===== config.mk =====
export PLATFORM = sky130hd
export DESIGN_NAME = wake_input_detector
export DESIGN_NICKNAME = d
export VERILOG_FILES = /design/src/hw/wake_pkg.sv /design/src/hw/wake_input_detector.sv /design/src/hw/wake_filter.sv
export SDC_FILE = /design/constraint.sdc
export NUM_CORES = 1
export LEC_CHECK = 0
export BUFFER_PORTS_ARGS = -buffer_cell sky130_fd_sc_hd__buf_2
export CAP_MARGIN = 15
export CORE_AREA = 2 2 130 132
export DETAILED_ROUTE_END_ITERATION = 16
export DIE_AREA = 0 0 132 134
export PLACE_DENSITY = 0.82
export SLEW_MARGIN = 20
export SYNTH_ARGS = -nofsm -noshare
export SYNTH_HDL_FRONTEND = slang
export SYNTH_HIERARCHICAL = 1
export SYNTH_SLANG_ARGS = --single-unit

===== constraint.sdc =====
create_clock -name pclk -period 8 [get_ports pclk]
set_input_delay 1.6 -clock pclk [delete_from_list [all_inputs] [get_ports pclk]]
set_output_delay 1.6 -clock pclk [all_outputs]
set_load 0.02 [all_outputs]

===== src/hw/wake_pkg.sv =====
// Package: register map, field codes and timing constants of the wake input detector
package wake_pkg;
   localparam int unsigned CLK_HZ            = 100_000_000;
   localparam int unsigned FILT_SHORT_US     = 16;
   localparam int unsigned FILT_LONG_US      = 64;
   localparam int unsigned FILT_SHORT_CYC    = FILT_SHORT_US * (CLK_HZ / 1_000_000);
   localparam int unsigned FILT_LONG_CYC     = FILT_LONG_US * (CLK_HZ / 1_000_000);
   localparam int unsigned NUM_WAKE          = 3;
   localparam int unsigned NUM_ALT           = 2;
   localparam int unsigned NUM_CH            = NUM_WAKE + NUM_ALT;
   localparam int unsigned TIMER_PERIOD_CYC  = 10000;
   localparam int unsigned TIMER_ON_CYC      = 2000;

   // Register byte offsets
   localparam logic [11:0] OFS_ENABLE_CTRL   = 12'h000;
   localparam logic [11:0] OFS_DETECT_CTRL   = 12'h004;
   localparam logic [11:0] OFS_BIAS_CTRL     = 12'h008;
   localparam logic [11:0] OFS_SRC_STATUS    = 12'h00C;
   localparam logic [11:0] OFS_ALT_STATUS    = 12'h010;
   localparam logic [11:0] OFS_LEVEL_STATUS  = 12'h014;
   localparam logic [11:0] OFS_MODE_CTRL     = 12'h018;
   localparam logic [11:0] OFS_IRQ_STATUS    = 12'h01C;
   localparam logic [11:0] OFS_IRQ_CLEAR     = 12'h020;
   localparam logic [11:0] OFS_IRQ_ENABLE    = 12'h024;
   localparam logic [11:0] OFS_SRC_CLEAR     = 12'h028;

   // Reset values
   localparam logic [2:0]  RST_ENABLE        = 3'h0;
   localparam logic [5:0]  RST_DETECT        = 6'h00;
   localparam logic [5:0]  RST_BIAS          = 6'h00;
   localparam logic [1:0]  RST_ALT_EN        = 2'h0;

   typedef enum logic [1:0] {
      DET_STATIC_SHORT = 2'b00,
      DET_STATIC_LONG  = 2'b01,
      DET_CYCLIC_ONE   = 2'b10,
      DET_CYCLIC_TWO   = 2'b11
   } detect_mode_field_t;

   typedef enum logic [1:0] {
      BIAS_NONE = 2'b00,
      BIAS_DOWN = 2'b01,
      BIAS_UP   = 2'b10,
      BIAS_AUTO = 2'b11
   } bias_source_field_t;

   typedef enum logic [1:0] {
      MODE_NORMAL    = 2'b00,
      MODE_STOP      = 2'b01,
      MODE_SLEEP     = 2'b10,
      MODE_FAIL_SAFE = 2'b11
   } dev_mode_t;

   typedef struct packed {
      logic       psel;
      logic       penable;
      logic       pwrite;
      logic [11:0] paddr;
      logic [31:0] pwdata;
   } apb_req_t;

   typedef struct packed {
      logic [2:0] pull_up;
      logic [2:0] pull_down;
   } bias_out_t;
endpackage : wake_pkg


===== src/hw/wake_input_detector.sv =====
// Module: wake input detector with APB registers, cyclic sense timers and interrupt
`timescale 1ns/10ps
`default_nettype none
module wake_input_detector #(
   parameter int unsigned FILT_SHORT = wake_pkg::FILT_SHORT_CYC,
   parameter int unsigned FILT_LONG  = wake_pkg::FILT_LONG_CYC,
   parameter int unsigned PERIOD     = wake_pkg::TIMER_PERIOD_CYC,
   parameter int unsigned ON_TIME    = wake_pkg::TIMER_ON_CYC
) (
   // APB
   input  wire logic        pclk,
   input  wire logic        presetn,
   input  wire logic        psel,
   input  wire logic        penable,
   input  wire logic        pwrite,
   input  wire logic [11:0] paddr,
   input  wire logic [31:0] pwdata,
   output logic [31:0]      prdata,
   output logic             pready,
   output logic             pslverr,
   // Pins
   input  wire logic [2:0]  hv_wake_pin,
   input  wire logic [1:0]  alt_output_pins,
   // Device side
   output logic [2:0]       pull_up_en,
   output logic [2:0]       pull_down_en,
   output logic             wake_request,
   output logic             irq
);
   localparam int unsigned CNT_W = 14;
   localparam int unsigned TW    = 16;

   wake_pkg::apb_req_t req;
   assign req = '{psel: psel, penable: penable, pwrite: pwrite, paddr: paddr, pwdata: pwdata};

   logic [2:0]  wake_enable_ctrl_reg;
   logic [5:0]  detect_ctrl_reg;
   logic [5:0]  bias_ctrl_reg;
   logic [1:0]  alt_en_reg;
   logic [1:0]  dev_mode_reg;
   logic [2:0]  wake_source_status_reg;
   logic [1:0]  alt_wake_source_status_reg;
   logic [2:0]  wake_pin_level_status_reg;
   logic [1:0]  irq_status_reg;
   logic [1:0]  irq_enable_reg;
   logic [31:0] prdata_reg;
   logic        pready_reg;
   logic        pslverr_reg;
   logic        wake_req_reg;
   logic        irq_reg;
   logic [2:0]  pu_reg;
   logic [2:0]  pd_reg;
   logic [TW-1:0] tmr1_reg;
   logic [TW-1:0] tmr2_reg;

   // Access phase, answered with registered pready in the second access cycle (one wait state)
   wire acc     = req.psel && req.penable && !pready_reg;
   wire wr      = acc && req.pwrite;
   wire rd      = acc && !req.pwrite;
   wire hit_en  = (req.paddr == wake_pkg::OFS_ENABLE_CTRL);
   wire hit_det = (req.paddr == wake_pkg::OFS_DETECT_CTRL);
   wire hit_bia = (req.paddr == wake_pkg::OFS_BIAS_CTRL);
   wire hit_src = (req.paddr == wake_pkg::OFS_SRC_STATUS);
   wire hit_alt = (req.paddr == wake_pkg::OFS_ALT_STATUS);
   wire hit_lvl = (req.paddr == wake_pkg::OFS_LEVEL_STATUS);
   wire hit_mod = (req.paddr == wake_pkg::OFS_MODE_CTRL);
   wire hit_ist = (req.paddr == wake_pkg::OFS_IRQ_STATUS);
   wire hit_icl = (req.paddr == wake_pkg::OFS_IRQ_CLEAR);
   wire hit_ien = (req.paddr == wake_pkg::OFS_IRQ_ENABLE);
   wire hit_scl = (req.paddr == wake_pkg::OFS_SRC_CLEAR);
   wire hit_any = hit_en | hit_det | hit_bia | hit_src | hit_alt | hit_lvl | hit_mod | hit_ist | hit_icl
                  | hit_ien | hit_scl;

   wire active_mode = (dev_mode_reg == wake_pkg::MODE_NORMAL) || (dev_mode_reg == wake_pkg::MODE_STOP);

   // Cyclic timers: on window is the first ON_TIME cycles of each period
   wire tmr1_on = (tmr1_reg < TW'(ON_TIME));
   wire tmr2_on = (tmr2_reg < TW'(ON_TIME));

   always_ff @(posedge pclk or negedge presetn) begin
      if (!presetn) begin
         tmr1_reg <= '0;
         tmr2_reg <= '0;
      end else begin
         tmr1_reg <= (tmr1_reg == TW'(PERIOD - 1)) ? '0 : tmr1_reg + TW'(1);
         tmr2_reg <= (tmr2_reg == TW'(2 * PERIOD - 1)) ? '0 : tmr2_reg + TW'(1);
      end
   end

   // Per-channel filters: three main pins, then two alternate pins
   logic [4:0] ch_pin;
   logic [4:0] ch_open;
   logic [4:0] ch_level;
   logic [4:0] ch_edge;
   logic [4:0] ch_cyclic;
   logic [4:0] ch_win;
   logic [CNT_W-1:0] ch_filt [0:4];
   assign ch_pin = {alt_output_pins, hv_wake_pin};

   genvar g;
   generate
      for (g = 0; g < 5; g++) begin : g_ch
         if (g < 3) begin : g_main
            wire [1:0] det = detect_ctrl_reg[2*g+1:2*g];
            assign ch_cyclic[g] = det[1];
            assign ch_win[g]    = det[0] ? tmr2_on : tmr1_on;
            assign ch_open[g]   = !ch_cyclic[g] || ch_win[g];
            assign ch_filt[g]   = (det == wake_pkg::DET_STATIC_LONG) ? CNT_W'(FILT_LONG)
                                                                     : CNT_W'(FILT_SHORT);
         end else begin : g_alt
            assign ch_cyclic[g] = 1'b0;
            assign ch_win[g]    = 1'b1;
            assign ch_open[g]   = alt_en_reg[g-3];
            assign ch_filt[g]   = CNT_W'(FILT_SHORT);
         end
         wake_filter #(.CNT_W(CNT_W)) u_filt (
            .pclk        (pclk),
            .presetn     (presetn),
            .pin_async   (ch_pin[g]),
            .sense_open  (ch_open[g]),
            .filt_cycles (ch_filt[g]),
            .level       (ch_level[g]),
            .edge_pulse  (ch_edge[g])
         );
      end
   endgenerate

   wire [2:0] main_evt = ch_edge[2:0] & wake_enable_ctrl_reg;
   wire [1:0] alt_evt  = ch_edge[4:3];
   wire       any_evt  = |main_evt || |alt_evt;
   wire [2:0] src_clr  = (wr && hit_scl) ? req.pwdata[2:0] : 3'h0;
   wire [1:0] alt_clr  = (wr && hit_scl) ? req.pwdata[4:3] : 2'h0;
   wire [1:0] irq_clr  = (wr && hit_icl) ? req.pwdata[1:0] : 2'h0;
   // Irq bit 0: wake event seen in Normal/Stop; bit 1: wake request issued
   wire [1:0] irq_evt  = {any_evt && !active_mode, any_evt && active_mode};

   // Auto bias follows the filtered level
   logic [2:0] pu_next;
   logic [2:0] pd_next;
   always_comb begin
      for (int i = 0; i < 3; i++) begin
         case (bias_ctrl_reg[2*i+:2])
            wake_pkg::BIAS_DOWN: begin
               pu_next[i] = 1'b0;
               pd_next[i] = 1'b1;
            end
            wake_pkg::BIAS_UP: begin
               pu_next[i] = 1'b1;
               pd_next[i] = 1'b0;
            end
            wake_pkg::BIAS_AUTO: begin
               pu_next[i] = ch_level[i];
               pd_next[i] = !ch_level[i];
            end
            default: begin
               pu_next[i] = 1'b0;
               pd_next[i] = 1'b0;
            end
         endcase
      end
   end

   logic [31:0] rd_next;
   assign rd_next = hit_en  ? {29'h0, wake_enable_ctrl_reg} :
                    hit_det ? {26'h0, detect_ctrl_reg} :
                    hit_bia ? {26'h0, bias_ctrl_reg} :
                    hit_src ? {29'h0, wake_source_status_reg} :
                    hit_alt ? {30'h0, alt_wake_source_status_reg} :
                    hit_lvl ? {29'h0, wake_pin_level_status_reg} :
                    hit_mod ? {28'h0, alt_en_reg, dev_mode_reg} :
                    hit_ist ? {30'h0, irq_status_reg} :
                    hit_ien ? {30'h0, irq_enable_reg} : 32'h0;

   // Control registers and bus answer
   always_ff @(posedge pclk or negedge presetn) begin
      if (!presetn) begin
         wake_enable_ctrl_reg <= wake_pkg::RST_ENABLE;
         detect_ctrl_reg      <= wake_pkg::RST_DETECT;
         bias_ctrl_reg        <= wake_pkg::RST_BIAS;
         alt_en_reg           <= wake_pkg::RST_ALT_EN;
         dev_mode_reg         <= 2'h0;
         irq_enable_reg       <= 2'h0;
         prdata_reg           <= 32'h0;
         pready_reg           <= 1'b0;
         pslverr_reg          <= 1'b0;
      end else begin
         pready_reg  <= acc;
         pslverr_reg <= acc && !hit_any;
         prdata_reg  <= rd ? rd_next : 32'h0;
         if (wr && hit_en)  wake_enable_ctrl_reg <= req.pwdata[2:0];
         if (wr && hit_det) detect_ctrl_reg <= req.pwdata[5:0];
         if (wr && hit_bia) bias_ctrl_reg <= req.pwdata[5:0];
         if (wr && hit_mod) begin
            dev_mode_reg <= req.pwdata[1:0];
            alt_en_reg   <= req.pwdata[3:2];
         end
         if (wr && hit_ien) irq_enable_reg <= req.pwdata[1:0];
      end
   end

   // Status: a set in the same cycle as a clear wins
   always_ff @(posedge pclk or negedge presetn) begin
      if (!presetn) begin
         wake_source_status_reg     <= 3'h0;
         alt_wake_source_status_reg <= 2'h0;
         irq_status_reg             <= 2'h0;
         wake_pin_level_status_reg  <= 3'h0;
      end else begin
         wake_source_status_reg     <= (wake_source_status_reg & ~src_clr) | main_evt;
         alt_wake_source_status_reg <= (alt_wake_source_status_reg & ~alt_clr) | alt_evt;
         irq_status_reg             <= (irq_status_reg & ~irq_clr) | irq_evt;
         for (int i = 0; i < 3; i++) begin
            // Cyclic pins keep the last in-window level; wake enable is not consulted
            if (active_mode && (!ch_cyclic[i] || ch_win[i]))
               wake_pin_level_status_reg[i] <= ch_level[i];
         end
      end
   end

   // Outputs
   wire irq_any = |(irq_status_reg & irq_enable_reg);
   always_ff @(posedge pclk or negedge presetn) begin
      if (!presetn) begin
         irq_reg      <= 1'b0;
         wake_req_reg <= 1'b0;
         pu_reg       <= 3'h0;
         pd_reg       <= 3'h0;
      end else begin
         irq_reg      <= irq_any;
         wake_req_reg <= irq_status_reg[1];
         pu_reg       <= pu_next;
         pd_reg       <= pd_next;
      end
   end

   assign prdata       = prdata_reg;
   assign pready       = pready_reg;
   assign pslverr      = pslverr_reg;
   assign irq          = irq_reg;
   assign wake_request = wake_req_reg;
   assign pull_up_en   = pu_reg;
   assign pull_down_en = pd_reg;

   // Checks
   property p_src_set;
      @(posedge pclk) disable iff (!presetn) main_evt[0] |=> wake_source_status_reg[0];
   endproperty
   a_src_set: assert property (p_src_set) else $error("source flag not set");

   property p_src_sticky;
      @(posedge pclk) disable iff (!presetn)
         (wake_source_status_reg[1] && !src_clr[1]) |=> wake_source_status_reg[1];
   endproperty
   a_src_sticky: assert property (p_src_sticky) else $error("source flag lost");

   property p_disabled;
      @(posedge pclk) disable iff (!presetn)
         (!wake_enable_ctrl_reg[2] && !wake_source_status_reg[2]) ##1 !wake_enable_ctrl_reg[2]
         |-> !wake_source_status_reg[2];
   endproperty
   a_disabled: assert property (p_disabled) else $error("disabled pin set flag");

   property p_irq_mode;
      @(posedge pclk) disable iff (!presetn) (any_evt && active_mode) |=> irq_status_reg[0];
   endproperty
   a_irq_mode: assert property (p_irq_mode) else $error("no irq event in active mode");

   property p_wake_req;
      @(posedge pclk) disable iff (!presetn) (any_evt && !active_mode) |-> ##2 wake_request;
   endproperty
   a_wake_req: assert property (p_wake_req) else $error("no wake request");

   property p_cyclic_gate;
      @(posedge pclk) disable iff (!presetn) (ch_cyclic[0] && !ch_win[0]) |-> !ch_open[0];
   endproperty
   a_cyclic_gate: assert property (p_cyclic_gate) else $error("cyclic pin open outside window");

   property p_static_open;
      @(posedge pclk) disable iff (!presetn) !ch_cyclic[1] |-> ch_open[1];
   endproperty
   a_static_open: assert property (p_static_open) else $error("static pin gated");

   property p_level_hold;
      @(posedge pclk) disable iff (!presetn)
         (ch_cyclic[0] && !ch_win[0]) |=> $stable(wake_pin_level_status_reg[0]);
   endproperty
   a_level_hold: assert property (p_level_hold) else $error("level changed outside window");

   property p_level_track;
      @(posedge pclk) disable iff (!presetn)
         (active_mode && !ch_cyclic[2]) |=> (wake_pin_level_status_reg[2] == $past(ch_level[2]));
   endproperty
   a_level_track: assert property (p_level_track) else $error("level status stale");

   property p_bias_auto;
      @(posedge pclk) disable iff (!presetn)
         (bias_ctrl_reg[1:0] == 2'b11) |=> (pull_up_en[0] == $past(ch_level[0])) && (pull_down_en[0] != pull_up_en[0]);
   endproperty
   a_bias_auto: assert property (p_bias_auto) else $error("auto bias wrong");

   property p_filt_sel;
      @(posedge pclk) disable iff (!presetn)
         (detect_ctrl_reg[1:0] == 2'b01) |-> (ch_filt[0] == CNT_W'(FILT_LONG));
   endproperty
   a_filt_sel: assert property (p_filt_sel) else $error("long filter not selected");

   property p_alt_filt;
      @(posedge pclk) disable iff (!presetn) alt_evt[0] |=> alt_wake_source_status_reg[0];
   endproperty
   a_alt_filt: assert property (p_alt_filt) else $error("alt flag not set");

   property p_edge_level;
      @(posedge pclk) disable iff (!presetn) 1'h1 |-> ((ch_level[0] != $past(ch_level[0])) == ch_edge[0]);
   endproperty
   a_edge_level: assert property (p_edge_level) else $error("level change without wake edge");

   property p_timer_two;
      @(posedge pclk) disable iff (!presetn) (detect_ctrl_reg[3:2] == 2'h3) |-> (ch_win[1] == tmr2_on);
   endproperty
   a_timer_two: assert property (p_timer_two) else $error("cyclic pin not on timer two");

   property p_irq_out;
      @(posedge pclk) disable iff (!presetn) 1'h1 |=> (irq == $past(irq_any));
   endproperty
   a_irq_out: assert property (p_irq_out) else $error("interrupt output does not follow enabled status");
endmodule : wake_input_detector
`default_nettype wire


===== src/hw/wake_filter.sv =====
// Module: per-input synchroniser and restart-on-crossing deglitch filter
`timescale 1ns/10ps
`default_nettype none
module wake_filter #(
   parameter int unsigned CNT_W = 13
) (
   // Clock and reset
   input  wire logic             pclk,
   input  wire logic             presetn,
   // Pin and control
   input  wire logic             pin_async,
   input  wire logic             sense_open,
   input  wire logic [CNT_W-1:0] filt_cycles,
   // Results
   output logic                  level,
   output logic                  edge_pulse
);
   logic             s1_reg;
   logic             s2_reg;
   logic             s3_reg;
   logic             cand_reg;
   logic             level_reg;
   logic [CNT_W-1:0] cnt_reg;
   logic             edge_reg;
   wire              stable   = (s2_reg == s3_reg);
   wire              crossed  = stable && (s3_reg != cand_reg);
   wire              done     = (cnt_reg == filt_cycles) && (cand_reg != level_reg);

   always_ff @(posedge pclk or negedge presetn) begin
      if (!presetn) begin
         s1_reg <= 1'b0;
         s2_reg <= 1'b0;
         s3_reg <= 1'b0;
      end else begin
         s1_reg <= pin_async;
         s2_reg <= s1_reg;
         s3_reg <= s2_reg;
      end
   end

   // Counter restarts on every agreed crossing, so a bounce back cancels the edge
   always_ff @(posedge pclk or negedge presetn) begin
      if (!presetn) begin
         cand_reg  <= 1'b0;
         level_reg <= 1'b0;
         cnt_reg   <= '0;
         edge_reg  <= 1'b0;
      end else begin
         edge_reg <= 1'b0;
         if (!sense_open) begin
            cnt_reg <= '0;
         end else if (crossed) begin
            cand_reg <= s3_reg;
            cnt_reg  <= CNT_W'(1);
         end else if (done) begin
            level_reg <= cand_reg;
            edge_reg  <= 1'b1;
         end else if (cand_reg != level_reg) begin
            cnt_reg <= cnt_reg + CNT_W'(1);
         end
      end
   end

   assign level      = level_reg;
   assign edge_pulse = edge_reg;
endmodule : wake_filter
`default_nettype wire


==> results of run 1 <==
-- stage by stage --
step	hold slack (ns)	total power, W	instances
5_1_grt	0.354	0.00261	1374
6_report	0.350	0.00249	1374
2_1_floorplan	0.331	0.00149	1152
4_1_cts	0.352	0.00250	1374
3_3_place_gp	0.335	0.00157	1344
3_5_place_dp	0.337	0.00159	1344
-- routing by layer --
layer,share of wire,up-vias
met5,0,-
met4,0.012,0
met3,0.037,23
met2,0.50,187
met1,0.46,4158
li1,-,4000
-- path summary, 6_finish.rpt --
path / start / to / depth (start not counted)
hold reg to reg: g_ch[0].u_filt/s1_reg$_DFF_PN0_ / g_ch[0].u_filt/s2_reg$_DFF_PN0_ / 0
min in group asynchronous: presetn / g_ch[0].u_filt/cnt_reg[3]$_DFFE_PN0P_ / 1
setup reg to reg: tmr1_reg[11]$_DFF_PN0_ / g_ch[0].u_filt/cnt_reg[9]$_DFFE_PN0P_ / 9
max in group asynchronous: presetn / alt_wake_source_status_reg[1]$_DFF_PN0_ / 2
setup / recovery: paddr[1] / dev_mode_reg[0]$_DFFE_PN0P_ / 5
hold / removal: g_ch[0].u_filt/s1_reg$_DFF_PN0_ / g_ch[0].u_filt/s2_reg$_DFF_PN0_ / 0
-- kinds of logic (layout without fill, tap and decap cells) --
| family | count (synthesis) | count (layout) | synth area share |
|---|---|---|---|
| adder cells (fa/ha/maj) | 7 | 7 | 0.00841 |
| flip-flops | 179 | 179 | 0.430 |
| AND/OR/NAND/NOR | 485 | 485 | 0.256 |
| AO/OA/AOI/OAI | 163 | 163 | 0.125 |
| buffers and inverters | 106 | 108 | 0.0581 |
| other | 2 | 78 | 0.000721 |
| XOR/XNOR | 100 | 100 | 0.0841 |
| multiplexers | 34 | 34 | 0.0376 |
-- final cells by class --
cell class	instances	area, um^2	share of cell area
Multi-Input combinational cell	867	5660	0.495
Sequential cell	179	4480	0.392
Clock buffer	19	453	0.0396
Timing Repair Buffer	51	284	0.0249
Tap cell	220	275	0.0241
Clock inverter	11	174	0.0152
Inverter	27	101	0.00887
-- placed cells by master, fill, tap and decap left out, drive strengths merged, types with 7 or more instances in the layout --
| master | count |
|---|---|
| a21boi | 8 |
| a21o | 7 |
| a21oi | 14 |
| a221oi | 8 |
| a22o | 11 |
| a22oi | 7 |
| and2 | 14 |
| and4 | 11 |
| buf | 50 |
| clkbuf | 20 |
| conb | 78 |
| dfrtp | 179 |
| ha | 7 |
| inv | 31 |
| mux2 | 31 |
| nand2 | 115 |
| nand2b | 10 |
| nand3 | 99 |
| nand4 | 36 |
| nor2 | 55 |
| nor2b | 10 |
| nor3 | 21 |
| nor4 | 13 |
| o211ai | 36 |
| o21ai | 19 |
| o311ai | 27 |
| or3 | 18 |
| or4 | 48 |
| or4b | 8 |
| xnor2 | 83 |
| xor2 | 17 |
-- power breakdown --
| group | internal [W] | switching (W) | total (W) | leakage (nW) |
|---|---|---|---|---|
| logic | 0.000189 | 0.000202 | 0.000391 | 2.27 |
| registers | 0.00101 | 0.000184 | 0.00119 | 2.34 |
| clock network | 0.000539 | 0.000363 | 0.000902 | 0.310 |
| total | 0.00174 | 0.000749 | 0.00249 | 4.93 |
==> flow_summary.yaml, run 1 <==
die:
  fp.dieW_um: 132
  coreArea_um2: 16300
  start_util: 0.639
  die_y_um: 134
  rows: 47
  ios: 96
  dieArea_um2: 17700
synthesis:
  synth_top_area_frac: 0.430
  yosys-top-cells-count: "179 x dfrtp_1, 115 x nand2_1, 99 x nand3_1, 83 x xnor2_1, 55 x nor2_1"
  yosysSeqAreaShare: 0.430
  syn-cell-area_um2: 10400
  synth_edf_count: 0
  ys_types: 59
  async_flop_share: 1.00
  yosysMostFrequentCell: "dfrtp_1"
  synth_cells: 1076
  yosysTopAreaCell: "dfrtp_1"
  ys_ff_latch: 179
  ys.flop_type: "dfrtp_1"
  synthTopCellsByArea: "dfrtp_1 43%, xnor2_1 7.0%, nand3_1 4.8%"
  yosysWarningCount: 6
  synth_area_per_cell_um2: 9.67
clock_tree:
  path_clk_slew_ns: 0.06
  cts_resized: 0
  cts.sinks: 179
  post_cts_buffers: 0
  ctsRootBufferMaster: "clkbuf_16"
  clock_path_buffers: 2
  cts_tree: "built"
  cts_hold_repair.buffers: 0
  htreeDepth: 4
  clock_latency_ns: 0.45
  numCtsBuffers: 17
timing:
  drv_slew: 0
  hold_viol_final: 0
  timing.fmax_ghz: 0.291
  rsz0062_at_grt: "no"
  finalSetupViolCount: 0
  max_slew_margin: 0.371
  fin_crit_ns: 3.43
  fin_skew_ns: 0.00937
  worst_slack_ns: 4.57
  tightestPinTransition_ns: 0.936
  setup_tns_ns: 0
  fin_crit_sh: 0.429
worst_setup_path:
  crit_path_top_delay_cell: "nor3_1"
  critPathTopFamily: "simple AND/OR/NAND/NOR gates"
  crit_chain: "buf_2, or4_1, or3_1, nor3_1, mux2_2"
  cp_slowest_stage_delay_ns: 0.59
  r2r_setup_slack_ns: 4.60
  crit_arrival_ns: 3.76
  start_kind: "primary input"
  end_kind: "register"
  crit_buf_inv: 1
  worst_ep_required_time_ns: 8.33
  path_class: "primary input to register"
  critPathMaxFanout: 7
layout:
  nNetsFinal: 1204
  drive_gt1_frac: 0.113
  design_area_um2: 11400
  final_util: 0.701
  fillers: 1213
  largest_reg_flops: 70
  diodes: 0
  area_growth_pct: 9.75
placement:
  pre_cts_ws_ns: 4.16
  placed_area_um2: 10800
  gp_congestion: 0.913
  dpl.hpwl_mm: 15.1
  io_buffers: 43
grt:
  grt_first_pass_wirelength_mm: 38.6
  met1_usage: 0.365
  first_global_vias: 7879
  grt_usage: 0.269
  grt_max_degree: 110
  grt_overflow: 0
  grtUsageMet3: 0.0514
  gr-usage-met2: 0.445
  antenna_found_initial: 0
  busiest_layer: "met2"
pwr:
  p_per_area_nw_per_um2: 218
  peakVddDrop_mv: 0.180
  p_leak_nw: 4.93
run_status:
  status: "complete, no violations"
detailed_routing:
  drtIter0Drc: 766
  first_pass_iters: 6
  drc: 0
  vias: 8368
  vias_per_cell: 6.09
  drtAntennaViolNets: 0
  routed_wl_mm: 22.6
  avgRoutedWirePerCell_um: 16.4
worst_hold_path:
  hold_class: "register to register"
job:
  max-cap-violations: 0
No activity file was read; power rests on OpenSTA's default activity.
==> inputs of run 2 (changes only) <==
- CORE_AREA: 2 2 130 132 -> 2 2 135 137
- DIE_AREA: 0 0 132 134 -> 0 0 137 139
- PLACE_DENSITY: 0.82 -> 0.77
- clock period: 8 -> 3.2 ns (I/O delays scaled with it)
==> run 2 against run 1 <==
Against the previous run: utilization shrank 4.9 points; sequential power rose to 2.5 times the previous value; flip-flop and latch count stayed put; die area grew 7.7%; non-clock buffer count is 17 higher; clock-buffer cell count fell by 1; total power is 140% higher; design area grew 0.82%; critical path depth is 3 higher; hold slack got worse by 0.12 ns; global-route usage down 2.5 points; largest power group unchanged.
==> flow_summary.yaml, run 2 (synthesis gave the netlist of run 1 again) <==
timing:
  drv_slew: 0
  rsz0062_at_grt: "no"
  max_slew_margin: 0.392
  fin_crit_ns: 2.91
  fin_skew_ns: 0.00615
  hold_viol_final: 0
  tightestPinTransition_ns: 0.908
  timing.fmax_ghz: 0.343
  setup_tns_ns: 0
  finalSetupViolCount: 0
  fin_crit_sh: 0.911
pwr:
  peakVddDrop_mv: 0.408
  p_per_area_nw_per_um2: 525
  p_leak_nw: 4.97
worst_setup_path:
  cp_slowest_stage_delay_ns: 0.73
  critPathMostFrequentCell: "o311ai_0"
  crit_chain: "nor4_1, o311ai_0, buf_4, a22oi_1, inv_1, nor2_1, o311ai_0, nand2_1"
  r2r-start: "tmr1_reg[11]$_DFF_PN0_"
  crit_path_top_delay_cell: "nor2_1"
  worst_ep_required_time_ns: 3.57
  crit_arrival_ns: 3.28
  path_class: "register to register"
  startpoint: "tmr1_reg[11]$_DFF_PN0_"
  end_kind: "register"
  start_kind: "register"
  critPathMaxFanout: 13
placement:
  dpl.hpwl_mm: 15.1
  gp_congestion: 0.860
  io_buffers: 43
  placed_area_um2: 10900
layout:
  area_growth_pct: 10.6
  design_area_um2: 11500
  final_cell_mix: "179 x dfrtp_1, 115 x nand2_1, 99 x nand3_1"
  diodes: 0
  final_common_cell: "dfrtp_1"
  drive_gt1_frac: 0.126
  largest_reg_flops: 70
  nNetsFinal: 1221
clock_tree:
  ctsRootBufferMaster: "clkbuf_16"
  clock_path_buffers: 2
  htreeDepth: 4
  cts_resized: 0
  cts.sinks: 179
  post_cts_buffers: 0
  path_clk_slew_ns: 0.07
  numCtsBuffers: 17
  cts_hold_repair.buffers: 0
  clock_latency_ns: 0.43
  cts_tree: "built"
die:
  coreArea_um2: 17700
  rows: 49
  start_util: 0.590
  die_y_um: 139
  ios: 96
  dieArea_um2: 19000
  fp.dieW_um: 137
job:
  max-cap-violations: 0
grt:
  grt_usage: 0.244
  grt_first_pass_wirelength_mm: 37.7
  grt_max_degree: 76
  first_global_vias: 7643
  antenna_found_initial: 0
  grt_overflow: 0
detailed_routing:
  vias: 8208
  routed_wl_mm: 22.1
  drtAntennaViolNets: 0
  vias_per_cell: 5.85
  avgRoutedWirePerCell_um: 15.8
  first_pass_iters: 5
  drtIter0Drc: 612
  drc: 0
run_status:
  status: "complete, no violations"
worst_hold_path:
  hold_class: "primary input to async pin"
## run 2: area by class of cell
class                           instances  area (um^2)
Timing Repair Buffer                   68          424
Multi-Input combinational cell        867         5640
Inverter                               27          101
Sequential cell                       179         4480
Clock inverter                         14          145
Fill cell                            1393         6140
Clock buffer                           18          439
Tap cell                              229          287
## run 2: through the flow
stage / hold slack [ns] / worst slack, ns / instances / util / total power [W]
2_1_floorplan: 0.331 / 0.666 / 1152 / - / 0.00374
3_3_place_gp: 0.333 / 0.410 / 1370 / 0.619 / 0.00395
3_5_place_dp: 0.336 / 0.364 / 1370 / 0.619 / 0.00400
4_1_cts: 0.246 / 0.325 / 1402 / 0.652 / 0.00610
5_1_grt: 0.271 / 0.00115 / 1402 / 0.652 / 0.00640
6_report: 0.233 / 0.285 / 1402 / 0.652 / 0.00605
## run 2: power by group
group / leakage (nW) / total, W / internal (W) / switching, W
combinational: 2.35 / 0.000994 / 0.000484 / 0.000510
clock: 0.278 / 0.00208 / 0.00112 / 0.000957
sequential: 2.34 / 0.00298 / 0.00253 / 0.000456
## run 2: critical path, delay by kind of cell, from the launching register on
kind / cells / cell delay (ns)
flops: 1 / 0.41
compound gates: 3 / 0.80
simple gates: 3 / 1.24
buf+inv: 2 / 0.40
## run 2: worst paths after layout
kind	end	slack (ns)	depth (start not counted)
max	g_ch[0].u_filt/cnt_reg[4]$_DFFE_PN0P_	0.29	8
min	g_ch[0].u_filt/cnt_reg[7]$_DFFE_PN0P_	0.23	1
max reg2reg	g_ch[0].u_filt/cnt_reg[4]$_DFFE_PN0P_	0.29	8
min reg2reg	g_ch[3].u_filt/s2_reg$_DFF_PN0_	0.35	0
max in group asynchronous	g_ch[1].u_filt/cnt_reg[6]$_DFFE_PN0P_	2.14	2
min in group pclk	g_ch[4].u_filt/s1_reg$_DFF_PN0_	0.31	1
## run 2: metal layers
layer	GRT usage	up-vias	share of wire	wire length, um
li1	-	4042	-	-
met4	0.0651	0	0.016	343
met1	0.352	3924	0.47	10300
met3	0.0508	24	0.048	1050
met2	0.375	218	0.47	10400
met5	0	-	0	0
